`src/rtl/sysirq_pkg.sv`:
```
// constants and types shared by the system interrupt enable and flag registers
package sysirq_pkg;
  localparam int          DATA_W           = 32;
  localparam int          REG_W            = 16;
  localparam int          ADDR_W           = 12;
  localparam logic [11:0] ENABLES_OFFSET   = 12'h000;
  localparam logic [11:0] FLAGS_OFFSET     = 12'h004;
  localparam logic [11:0] IRQ_MASK_OFFSET  = 12'h008;
  localparam logic [11:0] IRQ_STAT_OFFSET  = 12'h00C;
  localparam logic [15:0] ENABLES_RESET    = 16'h0000;
  localparam logic [15:0] ENABLES_WMASK    = 16'h00FB;
  localparam logic [15:0] FLAGS_RESET      = 16'h0082;
  localparam logic [15:0] FLAGS_WMASK      = 16'h00DB;
  localparam logic [7:0]  EVT_RESET        = 8'h00;
  localparam int          BIT_WDT          = 0;
  localparam int          BIT_OSC          = 1;
  localparam int          BIT_VMA          = 3;
  localparam int          BIT_NMI          = 4;
  localparam int          BIT_FLASH        = 5;
  localparam int          BIT_MBIN         = 6;
  localparam int          BIT_MBOUT        = 7;
  localparam int          N_SRC            = 8;

  // source event levels from the system, synchronised into set pulses on a rising change, by flag bit position
  typedef struct packed {
    logic mailbox_out;
    logic mailbox_in;
    logic flash_violation;
    logic nmi_pin;
    logic vacant_memory;
    logic reserved2;
    logic osc_fault;
    logic watchdog;
  } src_evt_t;

  // per-source interrupt requests to the system
  typedef struct packed {
    logic mailbox_out;
    logic mailbox_in;
    logic flash_violation;
    logic nmi_pin;
    logic vacant_memory;
    logic reserved2;
    logic osc_fault;
    logic watchdog;
  } src_req_t;
endpackage

```
`src/rtl/system_irq_enable_flag_regs.sv`:
```
// system interrupt enable and flag registers with an apb slave
//
// Contract
// - enable bits 15-8 and 2 read zero and ignore writes.
// - enable bit 7 gates the mailbox output interrupt, read/write, reset 0.
// - enable bit 6 gates the mailbox input interrupt, read/write, reset 0.
// - enable bit 5 gates the flash access-violation interrupt, read/write, reset 0.
// - enable bit 4 gates the nmi pin interrupt, read/write, reset 0.
// - enable bit 3 gates the vacant-memory interrupt, read/write, reset 0.
// - enable bit 1 gates the oscillator fault interrupt, read/write, reset 0.
// - enable bit 0 gates the watchdog interval-timer interrupt, reset 0.
// - in watchdog mode the expiry action does not depend on the watchdog enable.
// - flag bit 7 flags mailbox out and resets to 1, outgoing mailbox ready.
//
// Local design decisions: the placing of the registers and register access over APB.
`timescale 1ns/10ps
module system_irq_enable_flag_regs (
  input  wire logic                        pclk,
  input  wire logic                        presetn,
  input  wire logic                        psel,
  input  wire logic                        penable,
  input  wire logic                        pwrite,
  input  wire logic [sysirq_pkg::ADDR_W-1:0] paddr,
  input  wire logic [sysirq_pkg::DATA_W-1:0] pwdata,
  input  wire logic [3:0]                  pstrb,
  output logic      [sysirq_pkg::DATA_W-1:0] prdata,
  output logic                             pready,
  output logic                             pslverr,
  input  wire sysirq_pkg::src_evt_t        src_evt,
  input  wire logic                        wdt_interval_mode,
  output sysirq_pkg::src_req_t             src_req,
  output logic                             wdt_expiry_reset,
  output logic                             irq
);
  import sysirq_pkg::*;

  // ------------------------------------------------------------
  // registers
  // ------------------------------------------------------------
  logic [REG_W-1:0] enables_reg;
  logic [REG_W-1:0] enables_next;
  logic [REG_W-1:0] flags_reg;
  logic [REG_W-1:0] flags_next;
  logic [N_SRC-1:0] evt_mask_reg;
  logic [N_SRC-1:0] evt_mask_next;
  logic [N_SRC-1:0] evt_stat_reg;
  logic [N_SRC-1:0] evt_stat_next;
  logic [DATA_W-1:0] prdata_next;
  logic [DATA_W-1:0] prdata_reg;
  logic              pslverr_next;
  logic [N_SRC-1:0]  set_pulse;
  logic              wr_acc;
  logic              rd_acc;
  logic              hit;
  logic              rd_setup;

  // sources may come from other clock domains
  sysirq_edge #(
    .W (N_SRC)
  ) u_edge (
    .pclk       (pclk),
    .presetn    (presetn),
    .async_in   (src_evt),
    .rise_pulse (set_pulse)
  );

  // byte-lane merge of a 16-bit register, honouring the writable mask
  function automatic logic [REG_W-1:0] merge(input logic [REG_W-1:0] old,
                                             input logic [REG_W-1:0] wd,
                                             input logic [1:0]       strb,
                                             input logic [REG_W-1:0] wmask);
    logic [REG_W-1:0] lane;
    lane = {{8{strb[1]}}, {8{strb[0]}}} & wmask;
    return (old & ~lane) | (wd & lane);
  endfunction

  assign wr_acc = psel & penable & pwrite;
  assign rd_acc = psel & penable & ~pwrite;
  assign hit    = (paddr == ENABLES_OFFSET) || (paddr == FLAGS_OFFSET) ||
                  (paddr == IRQ_MASK_OFFSET) || (paddr == IRQ_STAT_OFFSET);
  assign pready = 1'b1;

  // ------------------------------------------------------------
  // next state
  // ------------------------------------------------------------
  always_comb begin
    enables_next  = enables_reg;
    flags_next    = flags_reg;
    evt_mask_next = evt_mask_reg;
    evt_stat_next = evt_stat_reg;
    pslverr_next  = 1'b0;
    if (wr_acc && paddr == ENABLES_OFFSET) begin
      // bit set/clear style updates are done by software read-modify-write
      enables_next = merge(enables_reg, pwdata[REG_W-1:0], pstrb[1:0], ENABLES_WMASK);
    end
    if (wr_acc && paddr == FLAGS_OFFSET) begin
      flags_next = merge(flags_reg, pwdata[REG_W-1:0], pstrb[1:0], FLAGS_WMASK);
    end
    if (wr_acc && paddr == IRQ_MASK_OFFSET) begin
      evt_mask_next = pstrb[0] ? pwdata[N_SRC-1:0] & ENABLES_WMASK[N_SRC-1:0] : evt_mask_reg;
    end
    if (rd_acc && paddr == IRQ_STAT_OFFSET) begin
      evt_stat_next = '0;
    end
    // hardware set wins over a software clear in the same cycle
    flags_next    = flags_next | ({8'h00, set_pulse} & FLAGS_WMASK);
    // status keeps the enable layout, so the flash event without a flag has a bit
    evt_stat_next = evt_stat_next | (set_pulse & ENABLES_WMASK[N_SRC-1:0]);
    if (psel && penable && !hit) begin
      pslverr_next = 1'b1;
    end
  end

  always_ff @(posedge pclk or negedge presetn) begin
    if (!presetn) begin
      enables_reg  <= ENABLES_RESET;
      flags_reg    <= FLAGS_RESET;
      evt_mask_reg <= EVT_RESET;
      evt_stat_reg <= EVT_RESET;
    end else begin
      enables_reg  <= enables_next;
      flags_reg    <= flags_next;
      evt_mask_reg <= evt_mask_next;
      evt_stat_reg <= evt_stat_next;
    end
  end

  // ------------------------------------------------------------
  // read data
  // ------------------------------------------------------------
  // captured at the setup edge so that it stands in a flop through the
  // zero-wait access phase; next values keep an event that lands on the
  // setup edge from being missed by the read that clears the status
  assign rd_setup = psel & ~penable & ~pwrite;

  always_comb begin
    prdata_next = '0;
    if (rd_setup) begin
      unique case (paddr)
        ENABLES_OFFSET:  prdata_next = {16'h0000, enables_next & ENABLES_WMASK};
        FLAGS_OFFSET:    prdata_next = {16'h0000, flags_next & FLAGS_WMASK};
        IRQ_MASK_OFFSET: prdata_next = {24'h000000, evt_mask_next};
        IRQ_STAT_OFFSET: prdata_next = {24'h000000, evt_stat_next};
        default:         prdata_next = '0;
      endcase
    end
  end

  always_ff @(posedge pclk or negedge presetn) begin
    if (!presetn) begin
      prdata_reg <= '0;
    end else begin
      prdata_reg <= prdata_next;
    end
  end

  // the error flag qualifies the handshake and may stay combinational
  assign prdata  = prdata_reg;
  assign pslverr = pslverr_next;

  // ------------------------------------------------------------
  // requests to the system
  // ------------------------------------------------------------
  always_comb begin
    src_req                 = '0;
    src_req.mailbox_out     = flags_reg[BIT_MBOUT]  & enables_reg[BIT_MBOUT];
    src_req.mailbox_in      = flags_reg[BIT_MBIN]   & enables_reg[BIT_MBIN];
    // flash violation has no flag here; its sticky status bit is gated instead
    src_req.flash_violation = evt_stat_reg[BIT_FLASH] & enables_reg[BIT_FLASH];
    src_req.nmi_pin         = flags_reg[BIT_NMI]    & enables_reg[BIT_NMI];
    src_req.vacant_memory   = flags_reg[BIT_VMA]    & enables_reg[BIT_VMA];
    src_req.osc_fault       = flags_reg[BIT_OSC]    & enables_reg[BIT_OSC];
    src_req.watchdog        = flags_reg[BIT_WDT] & enables_reg[BIT_WDT]
                              & wdt_interval_mode;
  end

  // expiry in watchdog mode ignores the enable bit
  assign wdt_expiry_reset = flags_reg[BIT_WDT] & ~wdt_interval_mode;
  assign irq = |(evt_stat_reg & evt_mask_reg);

  // ------------------------------------------------------------
  // assertions
  // ------------------------------------------------------------
  a_enable_reserved: assert property (@(posedge pclk) disable iff (!presetn)
    (enables_reg & ~ENABLES_WMASK) == 16'h0000)
    else $error("reserved enable bits set");
  a_enable_write: assert property (@(posedge pclk) disable iff (!presetn)
    wr_acc && paddr == ENABLES_OFFSET && pstrb[0] |=>
      enables_reg[N_SRC-1:0] == ($past(pwdata[N_SRC-1:0]) & ENABLES_WMASK[N_SRC-1:0]))
    else $error("enable write not stored");
  a_mbin_req: assert property (@(posedge pclk) disable iff (!presetn)
    src_req.mailbox_in == (flags_reg[BIT_MBIN] && enables_reg[BIT_MBIN]))
    else $error("mailbox in request wrong");
  a_flash_req: assert property (@(posedge pclk) disable iff (!presetn)
    !enables_reg[BIT_FLASH] |-> !src_req.flash_violation)
    else $error("flash request while disabled");
  a_nmi_req: assert property (@(posedge pclk) disable iff (!presetn)
    !enables_reg[BIT_NMI] |-> !src_req.nmi_pin)
    else $error("nmi request while disabled");
  a_vma_req: assert property (@(posedge pclk) disable iff (!presetn)
    $rose(src_req.vacant_memory) |-> enables_reg[BIT_VMA])
    else $error("vacant memory request without enable");
  a_osc_req: assert property (@(posedge pclk) disable iff (!presetn)
    flags_reg[BIT_OSC] && enables_reg[BIT_OSC] |-> src_req.osc_fault)
    else $error("osc fault request missing");
  a_wdt_mode: assert property (@(posedge pclk) disable iff (!presetn)
    !wdt_interval_mode |-> !src_req.watchdog)
    else $error("watchdog request outside interval mode");
  a_wdt_expiry: assert property (@(posedge pclk) disable iff (!presetn)
    flags_reg[BIT_WDT] && !wdt_interval_mode |-> wdt_expiry_reset)
    else $error("watchdog expiry blocked");
  a_flag_set: assert property (@(posedge pclk) disable iff (!presetn)
    set_pulse[BIT_MBOUT] |=> flags_reg[BIT_MBOUT])
    else $error("mailbox out flag lost");
  a_flag_reserved: assert property (@(posedge pclk) disable iff (!presetn)
    (flags_reg & ~FLAGS_WMASK) == 16'h0000)
    else $error("reserved flag bits set");

  // ------------------------------------------------------------
  // reset, bus and read data checks
  // ------------------------------------------------------------
  // no disable here: it looks at the first edge after release
  a_reset_values: assert property (@(posedge pclk)
    $rose(presetn) |->
      flags_reg == FLAGS_RESET && enables_reg == ENABLES_RESET && evt_stat_reg == EVT_RESET)
    else $error("register values after reset wrong");
  a_flag_write: assert property (@(posedge pclk) disable iff (!presetn)
    wr_acc && paddr == FLAGS_OFFSET && pstrb[0] && set_pulse == EVT_RESET |=>
      flags_reg[N_SRC-1:0] == ($past(pwdata[N_SRC-1:0]) & FLAGS_WMASK[N_SRC-1:0]))
    else $error("flag write not stored");
  a_unmapped_hold: assert property (@(posedge pclk) disable iff (!presetn)
    psel && penable && pwrite && !hit |=>
      $stable(enables_reg) && $stable(evt_mask_reg))
    else $error("refused write changed a register");
  a_unmapped_err: assert property (@(posedge pclk) disable iff (!presetn)
    psel && penable && !hit |-> pslverr)
    else $error("no error on unmapped access");
  a_rdata_idle: assert property (@(posedge pclk) disable iff (!presetn)
    !(psel && penable) |-> prdata == '0)
    else $error("read data outside access phase");
  a_enable_read_zero: assert property (@(posedge pclk) disable iff (!presetn)
    rd_acc && paddr == ENABLES_OFFSET |->
      (prdata[REG_W-1:0] & ~ENABLES_WMASK) == 16'h0000 && prdata[DATA_W-1:REG_W] == 16'h0000)
    else $error("reserved enable bits read nonzero");
  a_flag_read_zero: assert property (@(posedge pclk) disable iff (!presetn)
    rd_acc && paddr == FLAGS_OFFSET |->
      (prdata[REG_W-1:0] & ~FLAGS_WMASK) == 16'h0000 && prdata[DATA_W-1:REG_W] == 16'h0000)
    else $error("reserved flag bits read nonzero");

  // ------------------------------------------------------------
  // request checks
  // ------------------------------------------------------------
  a_mbout_req: assert property (@(posedge pclk) disable iff (!presetn)
    src_req.mailbox_out == (flags_reg[BIT_MBOUT] && enables_reg[BIT_MBOUT]))
    else $error("mailbox out request wrong");
  a_flash_gate: assert property (@(posedge pclk) disable iff (!presetn)
    evt_stat_reg[BIT_FLASH] && enables_reg[BIT_FLASH] |-> src_req.flash_violation)
    else $error("flash request missing");
  a_nmi_gate: assert property (@(posedge pclk) disable iff (!presetn)
    flags_reg[BIT_NMI] && enables_reg[BIT_NMI] |-> src_req.nmi_pin)
    else $error("nmi request missing");
  a_vma_gate: assert property (@(posedge pclk) disable iff (!presetn)
    !enables_reg[BIT_VMA] |-> !src_req.vacant_memory)
    else $error("vacant memory request while disabled");
  a_osc_off: assert property (@(posedge pclk) disable iff (!presetn)
    !enables_reg[BIT_OSC] |-> !src_req.osc_fault)
    else $error("osc fault request while disabled");
  a_wdt_gate: assert property (@(posedge pclk) disable iff (!presetn)
    flags_reg[BIT_WDT] && enables_reg[BIT_WDT] && wdt_interval_mode |-> src_req.watchdog)
    else $error("watchdog request missing");
  a_wdt_disabled: assert property (@(posedge pclk) disable iff (!presetn)
    !enables_reg[BIT_WDT] |-> !src_req.watchdog)
    else $error("watchdog request while disabled");
  a_expiry_interval: assert property (@(posedge pclk) disable iff (!presetn)
    wdt_interval_mode |-> !wdt_expiry_reset)
    else $error("watchdog expiry in interval mode");

  // ------------------------------------------------------------
  // event status checks
  // ------------------------------------------------------------
  // a set in the clearing cycle survives, so it is left out of the clear check
  a_flash_status: assert property (@(posedge pclk) disable iff (!presetn)
    set_pulse[BIT_FLASH] |=> evt_stat_reg[BIT_FLASH])
    else $error("flash event not latched");
  a_status_clear: assert property (@(posedge pclk) disable iff (!presetn)
    rd_acc && paddr == IRQ_STAT_OFFSET |=>
      (evt_stat_reg & ~$past(set_pulse & ENABLES_WMASK[N_SRC-1:0])) == EVT_RESET)
    else $error("status not cleared by read");
  a_status_sticky: assert property (@(posedge pclk) disable iff (!presetn)
    evt_stat_reg != EVT_RESET && !(rd_acc && paddr == IRQ_STAT_OFFSET) |=>
      (evt_stat_reg & $past(evt_stat_reg)) == $past(evt_stat_reg))
    else $error("status bit lost without read");
  a_irq_masked: assert property (@(posedge pclk) disable iff (!presetn)
    evt_mask_reg == EVT_RESET |-> !irq)
    else $error("interrupt while all masked");

  // ------------------------------------------------------------
  // coverage
  // ------------------------------------------------------------
  c_irq: cover property (@(posedge pclk) disable iff (!presetn) $rose(irq));
  c_wdt_reset: cover property (@(posedge pclk) disable iff (!presetn) $rose(wdt_expiry_reset));
  c_flag_clear: cover property (@(posedge pclk) disable iff (!presetn)
    $fell(flags_reg[BIT_MBOUT]));
  c_flash_req: cover property (@(posedge pclk) disable iff (!presetn)
    $rose(src_req.flash_violation));
  c_status_read: cover property (@(posedge pclk) disable iff (!presetn)
    rd_acc && paddr == IRQ_STAT_OFFSET && evt_stat_reg != EVT_RESET);
endmodule

```
`src/rtl/sysirq_edge.sv`:
```
// source event synchroniser: three flops, a rising change counts when stages two and three agree
`timescale 1ns/10ps
module sysirq_edge #(
  parameter int W = 8
) (
  input  wire logic         pclk,
  input  wire logic         presetn,
  input  wire logic [W-1:0] async_in,
  output logic      [W-1:0] rise_pulse
);
  logic [W-1:0] s1_reg;
  logic [W-1:0] s2_reg;
  logic [W-1:0] s3_reg;
  logic [W-1:0] lvl_reg;
  logic [W-1:0] lvl_next;
  logic [W-1:0] rise_next;

  always_comb begin
    lvl_next  = lvl_reg;
    rise_next = '0;
    for (int i = 0; i < W; i++) begin
      if (s2_reg[i] == s3_reg[i]) begin
        lvl_next[i]  = s3_reg[i];
        rise_next[i] = s3_reg[i] & ~lvl_reg[i];
      end
    end
  end

  always_ff @(posedge pclk or negedge presetn) begin
    if (!presetn) begin
      s1_reg     <= '0;
      s2_reg     <= '0;
      s3_reg     <= '0;
      lvl_reg    <= '0;
      rise_pulse <= '0;
    end else begin
      s1_reg     <= async_in;
      s2_reg     <= s1_reg;
      s3_reg     <= s2_reg;
      lvl_reg    <= lvl_next;
      rise_pulse <= rise_next;
    end
  end
endmodule

```
`config.mk`:
```
export PLATFORM = sky130hd
export DESIGN_NAME = system_irq_enable_flag_regs
export DESIGN_NICKNAME = d
export VERILOG_FILES = /design/src/rtl/sysirq_pkg.sv /design/src/rtl/system_irq_enable_flag_regs.sv /design/src/rtl/sysirq_edge.sv
export SDC_FILE = /design/constraint.sdc
export NUM_CORES = 1
export LEC_CHECK = 0
export ABC_AREA = 1
export BUFFER_PORTS_ARGS = -buffer_cell sky130_fd_sc_hd__buf_2
export CAP_MARGIN = 15
export CORE_MARGIN = 2
export CORE_UTILIZATION = 25
export DETAILED_ROUTE_END_ITERATION = 16
export GPL_TIMING_DRIVEN = 0
export PLACE_DENSITY = 0.44
export SLEW_MARGIN = 20
export SYNTH_ARGS = -nofsm -noshare
export SYNTH_HDL_FRONTEND = slang
export SYNTH_SLANG_ARGS = --single-unit
export TNS_END_PERCENT = 50
```
`constraint.sdc`:
```
create_clock -name pclk -period 2.4 [get_ports pclk]
set_input_delay 0.24 -clock pclk [delete_from_list [all_inputs] [get_ports pclk]]
set_output_delay 0.24 -clock pclk [all_outputs]
set_load 0.01 [all_outputs]
```
# --- Yosys cells after proc, flatten, opt, wreduce, memory -nomap -nowiden ---
# Index checks and enable logic that the tools add are counted.
op_classes:
  addsub: 0
  multipliers: 0
  div_mod_pow: 0
  magnitude_cmp: 0
  eq_ne: 11
  shifts: 0
  mux: 16
  bitwise_logic: 44
  reduce_logical: 12
ops:
  columns: ["operator", "count"]
  rows:
  - ["AND 16 bit", 2]
  - ["AND 16 x 8 -> 16 bit", 2]
  - ["2-to-1 mux 32 bit", 1]
  - ["2-to-1 mux 8 bit", 4]
  - ["NOT 8 -> 16 bit", 2]
  - ["OR 16 bit", 2]
  - ["one-hot mux 8 bit (4 select lines)", 1]
  - ["== test 12 x 4 -> 1 bit (second input constant)", 2]
  - ["AND 1 bit", 22]
  - ["2-to-1 mux 16 bit", 1]
  - ["OR 16 x 8 -> 16 bit", 1]
  - ["== test 12 x 3 -> 1 bit (second input constant)", 1]
  - ["zero test 12 bit", 1]
  - ["NOT 1 bit", 11]
  - ["2-to-1 mux 1 bit", 9]
  - ["AND 8 bit", 1]
  - ["== test 1 bit", 8]
  - ["OR 8 bit", 1]
  - ["OR reduction 8 bit", 1]
  - ["logical AND 1 bit", 6]
  - ["logical OR 1 bit", 3]
  - ["zero test 1 bit", 1]
totals:
  reg_bits: 120
  latchBits: 0
  ramBits: 0
  rom_bits: 0
  in_bits: 62
  out_inout_bits: 44
  wordCells: 101
  mem_count: 0

# --- Longest topological paths before layout ---
depth:
  ltp_word: 7
  mapped_depth: 11
  depth_no_buf: 11

# --- Cells and area by module ---
# From an unflattened synthesis, not the netlist that was laid out.
hier_totals:
  hier_cells: 430
  area_unflattened_um2: 3696.0
by_module_without_submodules:
  columns: ["module", "n_inst", "cells_each", "area_each_um2", "seq_area_each_um2"]
  rows:
  - ["system_irq_enable_flag_regs", 1, 350, 2534.9, 928.4]
  - ["sysirq_edge", 1, 80, 1161.1, 1001.0]

# --- Least setup slack after synthesis ---
# Ideal clock, no wire load.
synth_timing:
  path_kind: "input-to-reg"
  startpoint: "input port paddr[11] in the netlist's numbering"
  endpoint: "register prdata_reg[0], in the netlist prdata[0]"
  setup_ns: 0.120
  arrival_time_ns: 1.194
  setup_slack_ns: 1.086
  stages: 10
  cell_sequence: "nor2_2 > nand2_2 > nor2_8 > nand3_2 > inv_2 > nand2_1 > nand3_1 > nand2_1 > nor2_1 > nor2_1"
synth_via:
  elab_chain_cells: 6
  word_cells_on_any_way: 16
  cone_classes: "eq/ne: 3; mux: 6; bitwise: 2; reduce/logical: 5"
synth_lines:
  columns: ["item", "line_no", "text"]
  rows:
  - ["start, declared", "system_irq_enable_flag_regs.sv:23", "input wire logic [sysirq_pkg::ADDR_W-1:0] paddr,"]
  - ["== test 12 x 4 -> 1 bit or == test 12 x 3 -> 1 bit (tied branches)", "system_irq_enable_flag_regs.sv:102, system_irq_enable_flag_regs.sv:139, system_irq_enable_flag_regs.sv:96", null]
  - ["logical AND 1 bit, on equally long branches", "system_irq_enable_flag_regs.sv:102, system_irq_enable_flag_regs.sv:96", null]
  - ["2-to-1 mux 8 bit or 2-to-1 mux 16 bit (tied branches)", "system_irq_enable_flag_regs.sv:102, system_irq_enable_flag_regs.sv:96", null]
  - ["OR 8 bit or OR 16 x 8 -> 16 bit (tied branches)", "system_irq_enable_flag_regs.sv:108, system_irq_enable_flag_regs.sv:106", null]
  - ["one-hot mux 8 bit (4 select lines) *", "system_irq_enable_flag_regs.sv:139", "unique case (paddr)"]
  - ["2-to-1 mux 32 bit *", "system_irq_enable_flag_regs.sv:138", "if (rd_setup) begin"]
  - ["via prdata_next[0]", "system_irq_enable_flag_regs.sv:48", "logic [DATA_W-1:0] prdata_next;"]
  - ["end signal, assigned", "system_irq_enable_flag_regs.sv:153", "prdata_reg <= prdata_next;"]
  - ["end, declared", "system_irq_enable_flag_regs.sv:49", "logic [DATA_W-1:0] prdata_reg;"]
# Mark *: on every way through the listed nets, which the timed path passes. The rest lies on a longest branch.
# A chain may end at the register's enable or synchronous reset.

# --- Final worst setup path ---
layout_timing:
  startpoint: "input port paddr[11] in the netlist's numbering"
  endpoint: "output port pslverr"
layout_via:
  elab_chain_cells: 7
  word_cells_on_any_way: 10
  cone_classes: "eq/ne: 3; mux: 1; reduce/logical: 6"
layout_lines:
  columns: ["item", "line_no", "text"]
  rows:
  - ["== test 12 x 3 -> 1 bit or zero test 12 bit (tied branches)", "system_irq_enable_flag_regs.sv:79", "assign hit = (paddr == ENABLES_OFFSET) || (paddr == FLAGS_OFFSET) ||"]
  - ["logical OR 1 bit (2 in a row)", "system_irq_enable_flag_regs.sv:79", null]
  - ["logical OR 1 bit *", "system_irq_enable_flag_regs.sv:80", "(paddr == IRQ_MASK_OFFSET) || (paddr == IRQ_STAT_OFFSET);"]
  - ["zero test 1 bit *", "system_irq_enable_flag_regs.sv:109", "if (psel && penable && !hit) begin"]
  - ["logical AND 1 bit *", "system_irq_enable_flag_regs.sv:109", null]
  - ["2-to-1 mux 1 bit *", "system_irq_enable_flag_regs.sv:109", null]
  - ["end, declared", "system_irq_enable_flag_regs.sv:28", "output logic pslverr,"]
# Mark *: on every way between the ends. The rest lies on a longest branch, timed or not.

==> out/metrics.yaml <==
finalCritPeriodShare_pct: 71.4
drive_above_1_share_pct: 25.1
routedWlPerCell_um: 12.3
cp-end-kind: "output pin"
clock_latency_ns: 0.33
die_y_um: 122
rrSetupSlack_ns: 1.07
nNetsFinal: 559
initialDrtViolationCount: 134
required_ns: 2.16
cts_tree: "yes"
rsz0062_at_grt: "no"
start_util_pct: 25.3
synth_edf_count: 0
cts_made_buffers: 9
final-setup-viol-count: 0
async_flop_share_pct: 100
die_area_sq_mm: 0.0148
drcViolationCount: 0
syn_area_per_cell_sq_um: 8.49
pin_count: 106
final_area_sq_mm: 0.00441
synth_seq_cells: 72
fmax_mhz: 583
critPathTopFamily: "simple AND/OR/NAND/NOR gates"
fin_tns_setup_ns: 0
cp.arrival_ns: 1.47
placed_area_sq_mm: 0.00406
finalHoldViolations: 0
synth_flop_cell: "dfrtp_1"
core_area_sq_mm: 0.0137
ys_seq_area_share_pct: 52.1
antenna_found_initial: 0
ctsLongestPathBuffers: 2
grt_use_total_pct: 12.1
cap_violations: 0
timing_worst_slew_pin_value_ns: 0.528
rr_worst_depth: 8
drt.antenna.violating_nets: 0
dp_hpwl_um: 5970
worst-setup-path-type: "input pin to output pin"
area_delta_synth_final_pct: 27.3
r2r_end: "prdata[7]"
cts_setup_buffers: 0
yosys_warnings: 0
worstHoldPathCells: 1
dr_total_vias: 2718
rows: 43
drv_slew: 0
cp-start-kind: "input pin"
finalNonFillerCells: 682
cts_root_buffer: "clkbuf_16"
path_max_fanout: 7
post_synth_num_cell_types: 30
ir_drop_uv: 448
first_global_vias: 2710
min_path_type: "input pin to flop"
path_buf_inv: 2
p_leak_nw: 2.38
gp_congestion: 0.793
synth_area_sq_mm: 0.00347
outcome: "finished, final reports clean"
hold_ws_ns: 0.0166
place_inst: 663
htreeDepth: 3
max-slew-margin-rel_pct: 64.8
grt_max_degree: 47
path_cells: "buf_2, nor2_2, nand2_2, nor3_4, nor2_1, nand2_4, nor2_1, buf_2"
syn_inst: 408
clk_pin_slew_ns: 0.05
diodes: 0
die_w_um: 122
clock_sinks: 72
wirelength_um: 8410
overflow: 0
via_per_inst: 3.99
cpMaxStageDelayCell: "nor3_4"
cp.depth: 8
io_buffer_count: 50
dr.pass1.iters: 4
worst_clock_skew_ns: 0.00595
worstReg2RegStart: "flags_reg[7]"
fin_crit_ns: 1.71
endpoint: "pslverr"
startpoint: "paddr[11]"
grt_pass1_wl_um: 13600
powerDensity_mw_per_mm2: 656
max_stage_delay_ns: 0.46
## kinds of logic (layout without fill, tap and decap cells)
logic type                 after synthesis  in the layout  share of synthesized area [%]
and+or+nand+nor                        207            207                           28.2
AOI/OAI and AO/OA                       24             24                           3.79
buffers and inverters                   96            166                           13.7
other                                    2             26                          0.217
adders and majority gates                7              7                           2.02
DFF                                     72             72                           52.1
## cells in the mapped netlist (2+ instances only)
master	number	share of area, %
nand2_1	120	13
dfrtp_1	70	51
inv_1	59	6.4
buf_4	28	6.1
nor2_1	27	2.9
nand3_1	24	3.5
o21ai_0	20	2.9
nand4_1	14	2.5
maj3_1	7	2.0
nor2_2	5	0.90
inv_2	4	0.43
nand3_2	3	0.87
nor2_4	3	0.97
a221oi_1	2	0.51
clkbuf_1	2	0.22
conb_1	2	0.22
dfstp_2	2	1.5
nand2_2	2	0.36
nand2_4	2	0.65
nor3_2	2	0.58
## worst min-delay path by stage
stage	startpoint	to	slack (ns)
final	src_evt[1]	u_edge.s1_reg[1]	0.02
after global routing	src_evt[0]	u_edge.s1_reg[0]	0.003
after CTS	src_evt[4]	u_edge.s1_reg[4]	0.0007
after detailed placement	presetn	u_edge.s1_reg[3]	0.20
after global placement	u_edge.s1_reg[4]	u_edge.s2_reg[4]	0.33
after floorplan	presetn	enables_reg[0]	-0.06
## metal layers
| layer | global-route usage [%] | vias up | share of wire (%) |
|---|---|---|---|
| met5 | 0 | - | 0 |
| met4 | 4.53 | 0 | 1.4 |
| met3 | 3.23 | 11 | 5.2 |
| met2 | 19.5 | 70 | 47 |
| met1 | 15.6 | 1247 | 47 |
| li1 | - | 1390 | - |
## timing repair
action | 4_1_cts | 5_1_grt
hold buffers | 3 | 0
endpoints found under the hold margin | 27 | 0
gates resized for setup | 0 | 0
## worst register-to-register path, delay by kind of cell (launching register included)
family / cells / cell delay, ns
DFF: 1 / 0.54
AOI/OAI and AO/OA: 1 / 0.10
and+or+nand+nor: 7 / 0.61
## cell usage in the layout, fill, tap and decap left out, types with 3 or more instances in the layout
cell and n:
nand2_1 120, dfrtp_1 70, inv_1 59, buf_2 50, buf_4 29, nor2_1 27
conb_1 26, nand3_1 24, o21ai_0 20, nand4_1 14, clkbuf_16 9, maj3_1 7
nor2_2 5, inv_2 4, nor2_4 3, nand3_2 3, clkinvlp_4 3, dlygate4sd3_1 3
## final cells by class
| cell class | count | area [sq um] |
|---|---|---|
| sequential | 72 | 1800 |
| multi-input combinational | 264 | 1280 |
| tap | 180 | 225 |
| inverter | 64 | 240 |
| buffer | 32 | 234 |
| clock inverter | 7 | 96.3 |
| fill | 1463 | 9310 |
| timing repair buffer | 54 | 310 |
| clock buffer | 9 | 225 |
## metrics by stage
stage	setup slack [ns]	utilization (%)	total power [mW]
3_3_place_gp	0.579	29.4	1.48
6_report	0.685	32.2	2.89
2_1_floorplan	1.09	-	1.40
5_1_grt	0.580	32.2	3.04
4_1_cts	0.673	32.2	2.95
3_5_place_dp	0.548	29.6	1.49
## power by group
part           internal (mW)  total [mW]  leakage, nW  switching [mW]
Combinational         0.0831       0.198         1.43           0.115
Clock                  0.909        1.43        0.148           0.520
Sequential              1.25        1.27        0.800          0.0171
(Power assumes the default switching activity.)
